### src/rtl/mmp_pkg.sv
// Shared constants and types for the management port.
package mmp_pkg;
	localparam logic [7:0] ADDR_CTL = 8'h30;
	localparam logic [7:0] ADDR_DATA = 8'h34;
	localparam logic [7:0] ADDR_CFG = 8'h38;
	localparam int CTL_PHY_LSB = 9;
	localparam int CTL_REG_LSB = 4;
	localparam int CTL_WRITE = 1;
	localparam int CTL_READ = 0;
	localparam int CFG_CLK_SRC = 15;
	localparam int CFG_CLK_SEL = 14;
	localparam int CFG_DIR_IN = 7;
	localparam int CFG_ALT_DATA = 6;
	localparam int CFG_ALT_CLK = 5;
	localparam int CFG_SERIAL_EN = 4;
	localparam int CFG_XCVR_EN = 1;
	localparam int CFG_SERIAL_MODE = 0;
	localparam logic CFG_SERIAL_EN_RESET = 1'h1;
	localparam logic [15:0] DATA_RESET = 16'h0000;
	localparam int CLK_PERIOD_NS = 10;
	localparam int MDC_HALF_NS = 200;
	localparam int MDC_HALF_CYCLES = (MDC_HALF_NS + CLK_PERIOD_NS - 1) / CLK_PERIOD_NS;
	localparam logic [4:0] MDC_HALF_LAST = 5'(MDC_HALF_CYCLES - 1);
	localparam logic [12:0] FRAME_CYCLES = 13'(64 * 2 * MDC_HALF_CYCLES);
	localparam logic [5:0] BIT_PHY_MSB = 6'h24;
	localparam logic [5:0] BIT_REG_MSB = 6'h29;
	localparam logic [5:0] BIT_TA = 6'h2E;
	localparam logic [5:0] BIT_TA2 = 6'h2F;
	localparam logic [5:0] BIT_LAST = 6'h3F;
	localparam logic [31:0] PREAMBLE = 32'hFFFFFFFF;
	localparam logic [1:0] START_CODE = 2'h1;
	localparam logic [1:0] OP_READ = 2'h2;
	localparam logic [1:0] OP_WRITE = 2'h1;
	localparam logic [1:0] TA_WRITE = 2'h2;
	typedef enum logic [1:0] {PH_IDLE, PH_LOW, PH_HIGH} mmp_phase_type;
endpackage : mmp_pkg

### src/rtl/mmp_frame_if.sv
// Signals between the register side and the frame engine.
`timescale 1ns/1ps
`default_nettype none
interface mmp_frame_if;
	logic start;
	logic is_write;
	logic [4:0] phy;
	logic [4:0] regad;
	logic [15:0] wdata;
	logic mdio_i;
	logic busy;
	logic done;
	logic resp;
	logic [15:0] rdata;
	logic mdc;
	logic mdio_o;
	logic mdio_oe;
	modport engine (input start, is_write, phy, regad, wdata, mdio_i,
		output busy, done, resp, rdata, mdc, mdio_o, mdio_oe);
	modport ctrl (output start, is_write, phy, regad, wdata, mdio_i,
		input busy, done, resp, rdata, mdc, mdio_o, mdio_oe);
endinterface : mmp_frame_if
`default_nettype wire

### src/rtl/mmp_sync.sv
// Two-stage synchroniser for pin inputs.
`timescale 1ns/1ps
`default_nettype none
module mmp_sync #(
	parameter int WIDTH = 2
) (
	input wire logic clk,
	input wire logic rst_n,
	input wire logic [WIDTH-1:0] d,
	output logic [WIDTH-1:0] q
);
	typedef struct packed {
		logic [WIDTH-1:0] meta;
		logic [WIDTH-1:0] sync;
	} mmp_sync_state_type;
	mmp_sync_state_type st;
	mmp_sync_state_type next_st;
	always_comb begin
		next_st.meta = d;
		next_st.sync = st.meta;
	end
	always_ff @(posedge clk or negedge rst_n) begin
		if (!rst_n) begin
			st <= '0;
		end else begin
			st <= next_st;
		end
	end
	assign q = st.sync;
endmodule : mmp_sync
`default_nettype wire

### src/rtl/mmp_frame_engine.sv
// Serial management frame engine with divided management clock.
`timescale 1ns/1ps
`default_nettype none
module mmp_frame_engine (
	input wire logic clk,
	input wire logic rst_n,
	mmp_frame_if.engine fb
);
	typedef struct packed {
		mmp_pkg::mmp_phase_type phase;
		logic [4:0] cnt;
		logic [5:0] bit_idx;
		logic [63:0] frame;
		logic is_write;
		logic [4:0] phy;
		logic [4:0] regad;
		logic [15:0] rdata;
		logic resp;
		logic mdc;
		logic mdio_o;
		logic mdio_oe;
		logic done;
		logic busy;
	} mmp_eng_state_type;
	mmp_eng_state_type st;
	mmp_eng_state_type next_st;
	logic [12:0] busy_cycles;

	function automatic logic [63:0] build_frame(input logic wr, input logic [4:0] phy,
		input logic [4:0] regad, input logic [15:0] data);
		build_frame = {mmp_pkg::PREAMBLE, mmp_pkg::START_CODE,
			wr ? mmp_pkg::OP_WRITE : mmp_pkg::OP_READ, phy, regad,
			wr ? mmp_pkg::TA_WRITE : 2'h0, wr ? data : 16'h0000};
	endfunction : build_frame

	always_comb begin
		next_st = st;
		next_st.done = 1'b0;
		case (st.phase)
			mmp_pkg::PH_IDLE: begin
				if (fb.start) begin
					next_st.phase = mmp_pkg::PH_LOW;
					next_st.cnt = 5'h00;
					next_st.bit_idx = 6'h00;
					next_st.frame = build_frame(fb.is_write, fb.phy, fb.regad, fb.wdata); // [RULE_19]
					next_st.is_write = fb.is_write;
					next_st.phy = fb.phy;
					next_st.regad = fb.regad;
					next_st.resp = 1'b0;
					next_st.busy = 1'b1;
					next_st.mdc = 1'b0;
					next_st.mdio_o = 1'b1;
					next_st.mdio_oe = 1'b1;
				end
			end
			mmp_pkg::PH_LOW: begin
				next_st.cnt = st.cnt + 5'h01;
				if (st.cnt == mmp_pkg::MDC_HALF_LAST) begin
					next_st.cnt = 5'h00;
					next_st.phase = mmp_pkg::PH_HIGH;
					next_st.mdc = 1'b1;
					if (!st.is_write && st.bit_idx == mmp_pkg::BIT_TA2) begin
						next_st.resp = !fb.mdio_i; // [RULE_06]
					end
					if (!st.is_write && st.bit_idx > mmp_pkg::BIT_TA2) begin
						next_st.rdata = {st.rdata[14:0], fb.mdio_i}; // [RULE_05]
					end
				end
			end
			mmp_pkg::PH_HIGH: begin
				next_st.cnt = st.cnt + 5'h01;
				if (st.cnt == mmp_pkg::MDC_HALF_LAST) begin
					next_st.cnt = 5'h00;
					next_st.mdc = 1'b0;
					if (st.bit_idx == mmp_pkg::BIT_LAST) begin
						next_st.phase = mmp_pkg::PH_IDLE;
						next_st.done = 1'b1;
						next_st.busy = 1'b0;
						next_st.mdio_oe = 1'b0;
					end else begin
						next_st.phase = mmp_pkg::PH_LOW;
						next_st.bit_idx = st.bit_idx + 6'h01;
						next_st.frame = {st.frame[62:0], 1'b0};
						next_st.mdio_o = st.frame[62]; // [RULE_01] [RULE_02] [RULE_04]
						next_st.mdio_oe = st.is_write || (st.bit_idx + 6'h01 < mmp_pkg::BIT_TA); // [RULE_05]
					end
				end
			end
			default: begin
				next_st.phase = mmp_pkg::PH_IDLE;
			end
		endcase
	end

	always_ff @(posedge clk or negedge rst_n) begin
		if (!rst_n) begin
			st <= '0;
		end else begin
			st <= next_st;
		end
	end

	assign fb.busy = st.busy;
	assign fb.done = st.done;
	assign fb.resp = st.resp;
	assign fb.rdata = st.rdata;
	assign fb.mdc = st.mdc;
	assign fb.mdio_o = st.mdio_o;
	assign fb.mdio_oe = st.mdio_oe;

	// Counts the length of each frame so that the clock divider can be checked.
	always_ff @(posedge clk or negedge rst_n) begin
		if (!rst_n) begin
			busy_cycles <= 13'h0000;
		end else if (st.busy) begin
			busy_cycles <= busy_cycles + 13'h0001;
		end else begin
			busy_cycles <= 13'h0000;
		end
	end

	AST_FRAME_LEN: assert property (@(posedge clk) disable iff (!rst_n) // [RULE_19]
		$fell(st.busy) |-> busy_cycles == mmp_pkg::FRAME_CYCLES)
		else $error("Frame length differs from 64 clock periods.");
	AST_PREAMBLE: assert property (@(posedge clk) disable iff (!rst_n) // [RULE_19]
		(st.busy && st.bit_idx < 6'h20) |-> (st.mdio_o && st.mdio_oe))
		else $error("Preamble bit not driven high.");
	AST_PHY_MSB: assert property (@(posedge clk) disable iff (!rst_n) // [RULE_01]
		(st.phase == mmp_pkg::PH_HIGH && st.bit_idx == mmp_pkg::BIT_PHY_MSB)
		|-> st.mdio_o == st.phy[4])
		else $error("PHY address MSB not sent in its slot.");
	AST_REG_MSB: assert property (@(posedge clk) disable iff (!rst_n) // [RULE_02]
		(st.phase == mmp_pkg::PH_HIGH && st.bit_idx == mmp_pkg::BIT_REG_MSB)
		|-> st.mdio_o == st.regad[4])
		else $error("Register address MSB not sent in its slot.");
	AST_READ_RELEASE: assert property (@(posedge clk) disable iff (!rst_n) // [RULE_05]
		(st.busy && !st.is_write && st.bit_idx >= mmp_pkg::BIT_TA) |-> !st.mdio_oe)
		else $error("Data line driven during read turnaround or data.");
	AST_RESPONDER: assert property (@(posedge clk) disable iff (!rst_n) // [RULE_06]
		(st.phase == mmp_pkg::PH_LOW && st.cnt == mmp_pkg::MDC_HALF_LAST && !st.is_write
		&& st.bit_idx == mmp_pkg::BIT_TA2) |=> st.resp == !$past(fb.mdio_i))
		else $error("Responder sample wrong.");
endmodule : mmp_frame_engine
`default_nettype wire

### src/rtl/mmp_top.sv
// Management port registers, pin muxing and frame engine.
// Notes on behaviour
// [RULE_01] Frame carries five-bit PHY address from control bits 13..9, MSB first.
// [RULE_02] Frame carries five-bit register address from control bits 8..4, MSB first.
// [RULE_03] Software sets an operation bit; hardware clears it when the frame ends.
// [RULE_04] Control bit 1 sends a write frame using the data register value.
// [RULE_05] Control bit 0 sends a read frame and shifts returned bits into data.
// [RULE_06] Responder bit 3 set when PHY drives zero in second turnaround cycle.
// [RULE_07] Responder bit clears after software reads the control register.
// [RULE_08] Data register holds 16 bits: write source and read result.
// [RULE_09] Config bit 4 selects engine or software pin control; resets to one.
// [RULE_10] With engine off, config bit 7 makes the data pin an input.
// [RULE_11] Config bit 6 reads the data pin; written value drives it when output.
// [RULE_12] With engine off, config bit 5 drives the management clock pin.
// [RULE_13] Config bit 3 reads one when the data line is high.
// [RULE_14] Config bit 2 returns the transceiver link pin level.
// [RULE_15] Config bit 1 drives the transceiver enable pin.
// [RULE_16] Config bit 0 selects the seven-wire serial MII mode.
// [RULE_17] With config bit 14 set, bit 15 selects internal system clock for transmit.
// [RULE_18] Config bit 0 clear keeps the standard nibble-wide MII.
// [RULE_19] Frames use clause 22 format with clock divided from the system clock.
// [RULE_20] Software waits for the operation bit to clear before next access.
`timescale 1ns/1ps
`default_nettype none
module mmp_top (
	input wire logic clk,
	input wire logic rst_n,
	input wire logic [7:0] reg_addr,
	input wire logic reg_wr,
	input wire logic reg_rd,
	input wire logic [31:0] reg_wdata,
	output logic [31:0] reg_rdata,
	output logic reg_rvalid,
	output logic serial_mgmt_clock,
	input wire logic mgmt_data_in,
	output logic mgmt_data_out,
	output logic mgmt_data_oe,
	input wire logic transceiver_link_pin,
	output logic transceiver_enable_pin,
	output logic mii_serial_mode,
	output logic tx_clock_use_internal_system_clock
);
	typedef struct packed {
		logic [4:0] phy;
		logic [4:0] regad;
		logic resp;
		logic op_write;
		logic op_read;
		logic start;
		logic [15:0] data;
		logic clk_src;
		logic clk_sel;
		logic dir_in;
		logic alt_data;
		logic alt_clk;
		logic serial_en;
		logic xcvr_en;
		logic serial_mode;
		logic [31:0] rdata;
		logic rvalid;
		logic mdc_pin;
		logic mdio_o;
		logic mdio_oe;
		logic xcvr_pin;
		logic mode_pin;
		logic internal_system_clock_pin;
	} mmp_top_state_type;

	mmp_top_state_type st;
	mmp_top_state_type next_st;
	logic [1:0] pins_sync;
	logic mdio_level;
	logic link_level;
	logic busy_any;
	logic hit_ctl;
	logic hit_data;
	logic hit_cfg;
	logic [12:0] run_cnt;

	mmp_frame_if frame_bus ();

	mmp_sync #(
		.WIDTH(2)
	) u_sync (
		.clk(clk),
		.rst_n(rst_n),
		.d({transceiver_link_pin, mgmt_data_in}),
		.q(pins_sync)
	);

	mmp_frame_engine u_engine (
		.clk(clk),
		.rst_n(rst_n),
		.fb(frame_bus.engine)
	);

	assign mdio_level = pins_sync[0];
	assign link_level = pins_sync[1];
	assign busy_any = st.op_write || st.op_read;
	assign hit_ctl = reg_addr == mmp_pkg::ADDR_CTL;
	assign hit_data = reg_addr == mmp_pkg::ADDR_DATA;
	assign hit_cfg = reg_addr == mmp_pkg::ADDR_CFG;

	assign frame_bus.start = st.start;
	assign frame_bus.is_write = st.op_write;
	assign frame_bus.phy = st.phy;
	assign frame_bus.regad = st.regad;
	assign frame_bus.wdata = st.data;
	assign frame_bus.mdio_i = mdio_level;

	always_comb begin
		next_st = st;
		next_st.start = 1'b0;
		// Control writes are dropped mid-frame so the fields on the wire stay stable.
		if (reg_wr && hit_ctl && !busy_any) begin
			next_st.phy = reg_wdata[mmp_pkg::CTL_PHY_LSB +: 5];
			next_st.regad = reg_wdata[mmp_pkg::CTL_REG_LSB +: 5];
			next_st.op_write = reg_wdata[mmp_pkg::CTL_WRITE]; // [RULE_04]
			next_st.op_read = reg_wdata[mmp_pkg::CTL_READ] && !reg_wdata[mmp_pkg::CTL_WRITE];
			next_st.start = reg_wdata[mmp_pkg::CTL_WRITE] || reg_wdata[mmp_pkg::CTL_READ];
		end
		if (reg_wr && hit_data && !busy_any) begin
			next_st.data = reg_wdata[15:0]; // [RULE_08]
		end
		if (reg_wr && hit_cfg) begin
			next_st.clk_src = reg_wdata[mmp_pkg::CFG_CLK_SRC];
			next_st.clk_sel = reg_wdata[mmp_pkg::CFG_CLK_SEL];
			next_st.dir_in = reg_wdata[mmp_pkg::CFG_DIR_IN];
			next_st.alt_data = reg_wdata[mmp_pkg::CFG_ALT_DATA];
			next_st.alt_clk = reg_wdata[mmp_pkg::CFG_ALT_CLK];
			next_st.serial_en = reg_wdata[mmp_pkg::CFG_SERIAL_EN];
			next_st.xcvr_en = reg_wdata[mmp_pkg::CFG_XCVR_EN];
			next_st.serial_mode = reg_wdata[mmp_pkg::CFG_SERIAL_MODE];
		end
		if (reg_rd && hit_ctl) begin
			next_st.resp = 1'b0; // [RULE_07]
		end
		if (frame_bus.done) begin
			next_st.op_write = 1'b0; // [RULE_03]
			next_st.op_read = 1'b0;
			if (st.op_read) begin
				next_st.data = frame_bus.rdata; // [RULE_05] [RULE_08]
				// A responder event wins over a clear in the same cycle.
				next_st.resp = next_st.resp || frame_bus.resp; // [RULE_06]
			end
		end
		next_st.rvalid = reg_rd;
		next_st.rdata = 32'h00000000;
		if (reg_rd && hit_ctl) begin
			next_st.rdata = {18'h00000, st.phy, st.regad, st.resp, 1'b0, st.op_write, st.op_read};
		end else if (reg_rd && hit_data) begin
			next_st.rdata = {16'h0000, st.data};
		end else if (reg_rd && hit_cfg) begin
			next_st.rdata = {16'h0000, st.clk_src, st.clk_sel, 6'h00, st.dir_in,
				mdio_level, st.alt_clk, st.serial_en, mdio_level, // [RULE_11] [RULE_13]
				link_level, st.xcvr_en, st.serial_mode}; // [RULE_14]
		end
		if (st.serial_en) begin // [RULE_09]
			next_st.mdc_pin = frame_bus.mdc;
			next_st.mdio_o = frame_bus.mdio_o;
			next_st.mdio_oe = frame_bus.mdio_oe;
		end else begin
			next_st.mdc_pin = st.alt_clk; // [RULE_12]
			next_st.mdio_o = st.alt_data; // [RULE_11]
			next_st.mdio_oe = !st.dir_in; // [RULE_10]
		end
		next_st.xcvr_pin = st.xcvr_en; // [RULE_15]
		next_st.mode_pin = st.serial_mode; // [RULE_16] [RULE_18]
		// The actual clock mux sits in the transmit clock tree; this only steers it.
		next_st.internal_system_clock_pin = st.clk_sel && st.clk_src; // [RULE_17]
	end

	always_ff @(posedge clk or negedge rst_n) begin
		if (!rst_n) begin
			st <= '0;
			st.serial_en <= mmp_pkg::CFG_SERIAL_EN_RESET; // [RULE_09]
			st.data <= mmp_pkg::DATA_RESET;
		end else begin
			st <= next_st;
		end
	end

	// Counts busy cycles so that a hung frame is caught without a long delay range.
	always_ff @(posedge clk or negedge rst_n) begin
		if (!rst_n) begin
			run_cnt <= 13'h0000;
		end else if (frame_bus.busy) begin
			run_cnt <= run_cnt + 13'h0001;
		end else begin
			run_cnt <= 13'h0000;
		end
	end

	assign reg_rdata = st.rdata;
	assign reg_rvalid = st.rvalid;
	assign serial_mgmt_clock = st.mdc_pin;
	assign mgmt_data_out = st.mdio_o;
	assign mgmt_data_oe = st.mdio_oe;
	assign transceiver_enable_pin = st.xcvr_pin;
	assign mii_serial_mode = st.mode_pin;
	assign tx_clock_use_internal_system_clock = st.internal_system_clock_pin;

	AST_OP_CLEARS: assert property (@(posedge clk) disable iff (!rst_n) // [RULE_03]
		frame_bus.done |=> !st.op_write && !st.op_read)
		else $error("Operation bit not cleared after frame.");
	AST_START_RUNS: assert property (@(posedge clk) disable iff (!rst_n) // [RULE_03]
		st.start |=> frame_bus.busy)
		else $error("Started frame did not run.");
	AST_RUN_BOUND: assert property (@(posedge clk) disable iff (!rst_n) // [RULE_03]
		frame_bus.busy |-> run_cnt < mmp_pkg::FRAME_CYCLES)
		else $error("Frame ran past its length.");
	AST_RESP_CLEAR: assert property (@(posedge clk) disable iff (!rst_n) // [RULE_07]
		(reg_rd && hit_ctl && !frame_bus.done) |=> !st.resp)
		else $error("Responder not cleared by control read.");
	AST_READ_DATA: assert property (@(posedge clk) disable iff (!rst_n) // [RULE_05]
		(frame_bus.done && st.op_read) |=> st.data == $past(frame_bus.rdata))
		else $error("Read data not stored.");
	AST_ALT_CLOCK: assert property (@(posedge clk) disable iff (!rst_n) // [RULE_12]
		!st.serial_en |=> serial_mgmt_clock == $past(st.alt_clk))
		else $error("Direct clock bit not on pin.");
	AST_DIR_INPUT: assert property (@(posedge clk) disable iff (!rst_n) // [RULE_10]
		(!st.serial_en && st.dir_in) |=> !mgmt_data_oe)
		else $error("Data pin driven while set as input.");
	AST_XCVR_EN: assert property (@(posedge clk) disable iff (!rst_n) // [RULE_15]
		(reg_wr && hit_cfg) |=> ##1 transceiver_enable_pin == $past(reg_wdata[1], 2))
		else $error("Transceiver enable pin does not follow bit.");
endmodule : mmp_top
`default_nettype wire

### config.mk
export PLATFORM = sky130hd
export DESIGN_NAME = mmp_top
export DESIGN_NICKNAME = d
export VERILOG_FILES = /design/src/rtl/mmp_pkg.sv /design/src/rtl/mmp_frame_if.sv /design/src/rtl/mmp_sync.sv /design/src/rtl/mmp_frame_engine.sv /design/src/rtl/mmp_top.sv
export SDC_FILE = /design/constraint.sdc
export NUM_CORES = 1
export LEC_CHECK = 0
export BUFFER_PORTS_ARGS = -buffer_cell sky130_fd_sc_hd__buf_2
export CAP_MARGIN = 20
export CORE_MARGIN = 2
export CORE_UTILIZATION = 59
export DETAILED_ROUTE_END_ITERATION = 8
export PLACE_DENSITY = 0.81
export SLEW_MARGIN = 10
export SYNTH_ARGS = -nofsm -noshare
export SYNTH_HDL_FRONTEND = slang
export SYNTH_SLANG_ARGS = --single-unit
export TNS_END_PERCENT = 10
### constraint.sdc
create_clock -name clk -period 4.5 [get_ports clk]
set_input_delay 0.9 -clock clk [delete_from_list [all_inputs] [get_ports clk]]
set_output_delay 0.9 -clock clk [all_outputs]
set_load 0.03 [all_outputs]
After elaboration in Yosys (flattened, before gate mapping). Cells that the tools add are included. W data, S select, Z words.

Reduce and logical (&&, ||, !) cells: 34. Eq/ne operators: 13. Mux-type cells: 33. Order comparisons: 2. $add $sub $neg: 2.

Operator list (count): $pmux W70 S2 (1); $mux W16 (7); $mux W88 (1); $mux W77 (1); $mux W70 (1); $eq A8 B6 Y1 const B (3); $pmux W5 S3 (1); $eq A6 B6 Y1 const B (2); $logic_and A1 B1 Y1 (12); $reduce_and A4 Y1 (3); $mux W3 (3); $reduce_and A3 Y1 (3); $mux W2 (4); $mux W1 (7); $mux W7 (1); $add A6 B1 Y6 const B (1); $gt A6 B6 Y1 const B (1); $lt A6 B6 Y1 const B (1); $ne A2 B1 Y1 const B (3); $pmux W2 S3 (1); $reduce_bool A2 Y1 (3); $add A5 B1 Y5 const B (1); $eq A5 B5 Y1 const B (1); $logic_not A1 Y1 (5); 12 further kinds (17).

Word-level logic and storage cells: 122. Register bits: 189.

Depth between registers and ports, before layout.
Word-level depth: 6. Gate-level depth with buffers: 9. Mapped depth without buffers: 6.

Modules after synthesis. From an unflattened synthesis, not the netlist that was laid out.

Cells, all modules: 662. Area, all modules: 7552.2 um^2.

Modules (own cells, without submodules): mmp_frame_engine (area an instance 4418.0 um^2, times used 1, cells an instance 393); mmp_top (area an instance 3034.2 um^2, times used 1, cells an instance 265); mmp_sync (area an instance 100.1 um^2, times used 1, cells an instance 4).

Worst setup path after synthesis. OpenSTA, ideal clock, no wires.

Kind: input to register. From: input port reg_addr[3]. To: register st, in the netlist frame_bus.phy[0]. Library setup time: 0.125 ns. Setup slack: 2.194 ns. Arrival time: 2.181 ns. Cell stages on the path: 6. Required time: 4.375 ns. Cell sequence: buf_2 nor4b_2 and4b_1 buf_2 buf_4 mux2_2.

Word-level cells in the longest chain between the ends: 3.

RTL lines: start: declaration (RTL line mmp_top.sv:28) `input wire logic [7:0] reg_addr,`; $eq A8 B6 Y1 (RTL line mmp_top.sv:100) `assign hit_ctl = reg_addr == mmp_pkg::ADDR_CTL;`; $logic_and A1 B1 Y1 (2 in series) (RTL line mmp_top.sv:115) `if (reg_wr && hit_ctl && !busy_any) begin`; end signal: assignment (RTL line mmp_top.sv:179) `st <= next_st;`; end: declaration (RTL line mmp_top.sv:69) `mmp_top_state_type st;`.

No other way between the ends. A chain may end at the register's enable or synchronous reset.

Final worst setup path.
From: register u_engine.st[103] (netlist name). To: register u_engine.st[34] (netlist name).

Word-level cells in the longest chain between the ends: 3.

RTL lines: start: declaration (RTL line mmp_frame_engine.sv:25) `mmp_eng_state_type st;`; start signal: assignment (RTL line mmp_frame_engine.sv:99) `st <= next_st;`; $eq A5 B5 Y1 (RTL line mmp_frame_engine.sv:72) `if (st.cnt == mmp_pkg::MDC_HALF_LAST) begin`; $ne A2 B1 Y1 (no line); $reduce_and A4 Y1 (no line).

No other way between the ends.

==> results.ini <==
[cts]
postCtsSetupBuffers=0
postCtsHoldBufs=0
cts_made_buffers=17
cts_root_buf=clkbuf_16
cts_buffer_depth=2
cts_tree=built
cts_max_level=4
cts.sinks=163
clk_pin_slew_ns=0.06
post_cts_resized=0
insertion_delay_ns=0.42

[placement]
io_buffers=52
placed_area_sq_um=7310
place_congestion=0.8287
dpl.hpwl_mm=8.809
place_ws_ns=1.599

[timing]
fin_crit_sh=0.5893
clock_skew_ns=0.006777
setup_viol=0
grt_setup_unrepaired=false
setup_ws_ns=1.848
final_max_slew_viol_count=0
max_slew_margin=0.3005
fmax_mhz=377.1
finalSetupTns_ns=0
hold_viol=0
hold_slack_ns=0.3500
fin_crit_ns=2.652
worstMarginPinSlew_ns=1.049

[routing]
drcViolationCount=0
drt-total-wl_mm=14.27
vias=4793
drt_iter0_drc=457
firstDrtPassIters=5
drt-wirelength-per-cell_microns=18.25
viasPerCell=6.129
antenna_left=0

[die]
die_area_sq_um=13140
dieHeight_microns=114.6
rows=40
ios=85
start_util=0.6035
die_w_microns=114.6
core-area_sq_um=11960

[global_route]
overflow=0
grtUsageTotal=0.2353
grt_max_degree=105
antenna_found_initial=0
grt_pass1_wl_mm=23.73
grt_pass1_vias=4636

[logic_synthesis]
syn_inst=601
synthArstFlopShare=1.000
yosys_warnings=0
synthesis.area_sq_um=7218
synth_seq_cells=163
yosysSeqAreaShare=0.5653
syn_area_per_cell_sq_um=12.01
synthFlopType=dfrtp_1
synth_edf_count=0
yosysUniqueCellTypes=56

[worst_hold_path]
hold_class=flop to flop

[cells_and_area]
design_area_sq_um=7881
final_nets=678
area_growth_pct=9.187
antennaDiodeCount=0
fin_util=0.6589
final_cell_mix=162 x dfrtp_1, 51 x buf_2, 44 x nor2_1, 38 x a221o_1, 33 x inv_1
drive_gt1_frac=0.2079
nFillCells=856
final_common_cell=dfrtp_1

[critical_path]
worstSetupPathType=flop to flop
path_buf_inv=1
crit_chain=ha_1 > and4bb_4 > o2111a_2 > buf_4 > a22oi_1 > o21ai_0
cpLargestDelayFamily=compound AO/OA/AOI/OAI gates
arrival_ns=2.99
required_ns=4.84
end_kind=flop
cp_slowest_cell=o2111a_2
cp_max_fo=57
crit_path_max_incr_delay_ns=0.94
start_kind=flop

[run_status]
status=completed

[power_and_ir_drop]
power_density_nw_per_um2=390.4
peakVddDrop_mv=0.3039
leakage_uw=0.003903

[job]
maxCapViolCount=0

==> synth_stat cells, drive strengths merged (3+ instances only) <==
cell type	number	area, sq um
a22oi	28	210.2
nor2b	4	25.02
a31oi	3	18.77
inv	33	123.9
clkbuf	14	52.55
nand3	8	45.04
a22o	5	43.79
and3b	3	26.28
nor2	44	165.2
a21oi	29	148.9
o21ai	35	175.2
a221o	38	380.4
nor3	7	35.03
dfrtp	162	4054
mux2	39	476.7
mux2i	30	300.3
buf	55	409.1
and3	3	18.77
ha	7	87.58
nor4	3	18.77
nand2	12	45.04
nand2b	6	37.54
==> layout make-up <==
class                   instances  area, sq um  share of cell area
clock buffers                  24        491.7             0.06239
multi-input cells             351         2610              0.3312
inverters                      33        123.9             0.01572
repair buffers                 59        339.1             0.04302
flip-flops and latches        163         4080              0.5177
well taps                     147        183.9             0.02334
clock inverters                 5        52.55            0.006668
==> worst register-to-register path: cells and delay by family, from the launching register on <==
kind            cells  cell delay, ns
simple gates        1            0.32
compound gates      3            1.21
buf+inv             1            0.40
fa+ha+maj           1            0.27
flops               1            0.38
==> registers in the layout (all words and copies together), names as in the netlist, 2 cells and up <==
register           count
u_sync.q               2
next_st                2
u_engine.st           77
frame_bus.wdata       16
reg_rdata             16
u_engine.fb.rdata     16
frame_bus.regad        5
u_sync.next_st         2
st                     8
frame_bus.phy          5
==> worst paths after layout <==
path,from,to,slack [ns],cells past startpoint
worst max-delay path,u_engine.st[103],u_engine.st[34],1.85,6
worst min-delay path,u_sync.next_st[0],u_sync.q[0],0.35,0
worst max register to register,u_engine.st[103],u_engine.st[34],1.85,6
worst min register to register,u_sync.next_st[0],u_sync.q[0],0.35,0
max in group asynchronous,rst_n,st[41],2.93,2
min in group asynchronous,rst_n,u_engine.st[81],0.58,1
==> power breakdown <==
part | leakage, uW | switching (uW) | internal (uW)
Combinational | 0.00148 | 119 | 62.8
Sequential | 0.00216 | 32.1 | 1520
Clock | 0.000268 | 541 | 807
==> per-stage QoR <==
step	total power, uW	cells
final	3077	782
after global routing	3184	782
after CTS	3091	781
after floorplan	1691	616
after detailed placement	1754	752
after global placement	1746	752
==> per-layer routing <==
layer | vias up | GRT usage | wire (microns)
met5 | - | 0 | 0
met4 | 0 | 0.09106 | 301
met3 | 25 | 0.06406 | 918
met2 | 175 | 0.3464 | 6637
met1 | 2424 | 0.3359 | 6416
li1 | 2169 | - | -
==> cell families (layout without fill, tap and decap cells) <==
logic type / count (synthesis) / in the layout / synth area share
flip-flops: 163 / 163 / 0.5653
AO/OA/AOI/OAI: 152 / 152 / 0.1525
AND/OR/NAND/NOR: 105 / 105 / 0.07818
buffers and inverters: 102 / 121 / 0.08112
multiplexers: 69 / 69 / 0.1076
adder cells (fa/ha/maj): 8 / 8 / 0.01352
other: 1 / 16 / 0.0005195
XOR/XNOR: 1 / 1 / 0.001214
Note: power is estimated with default switching activity, not from simulation.
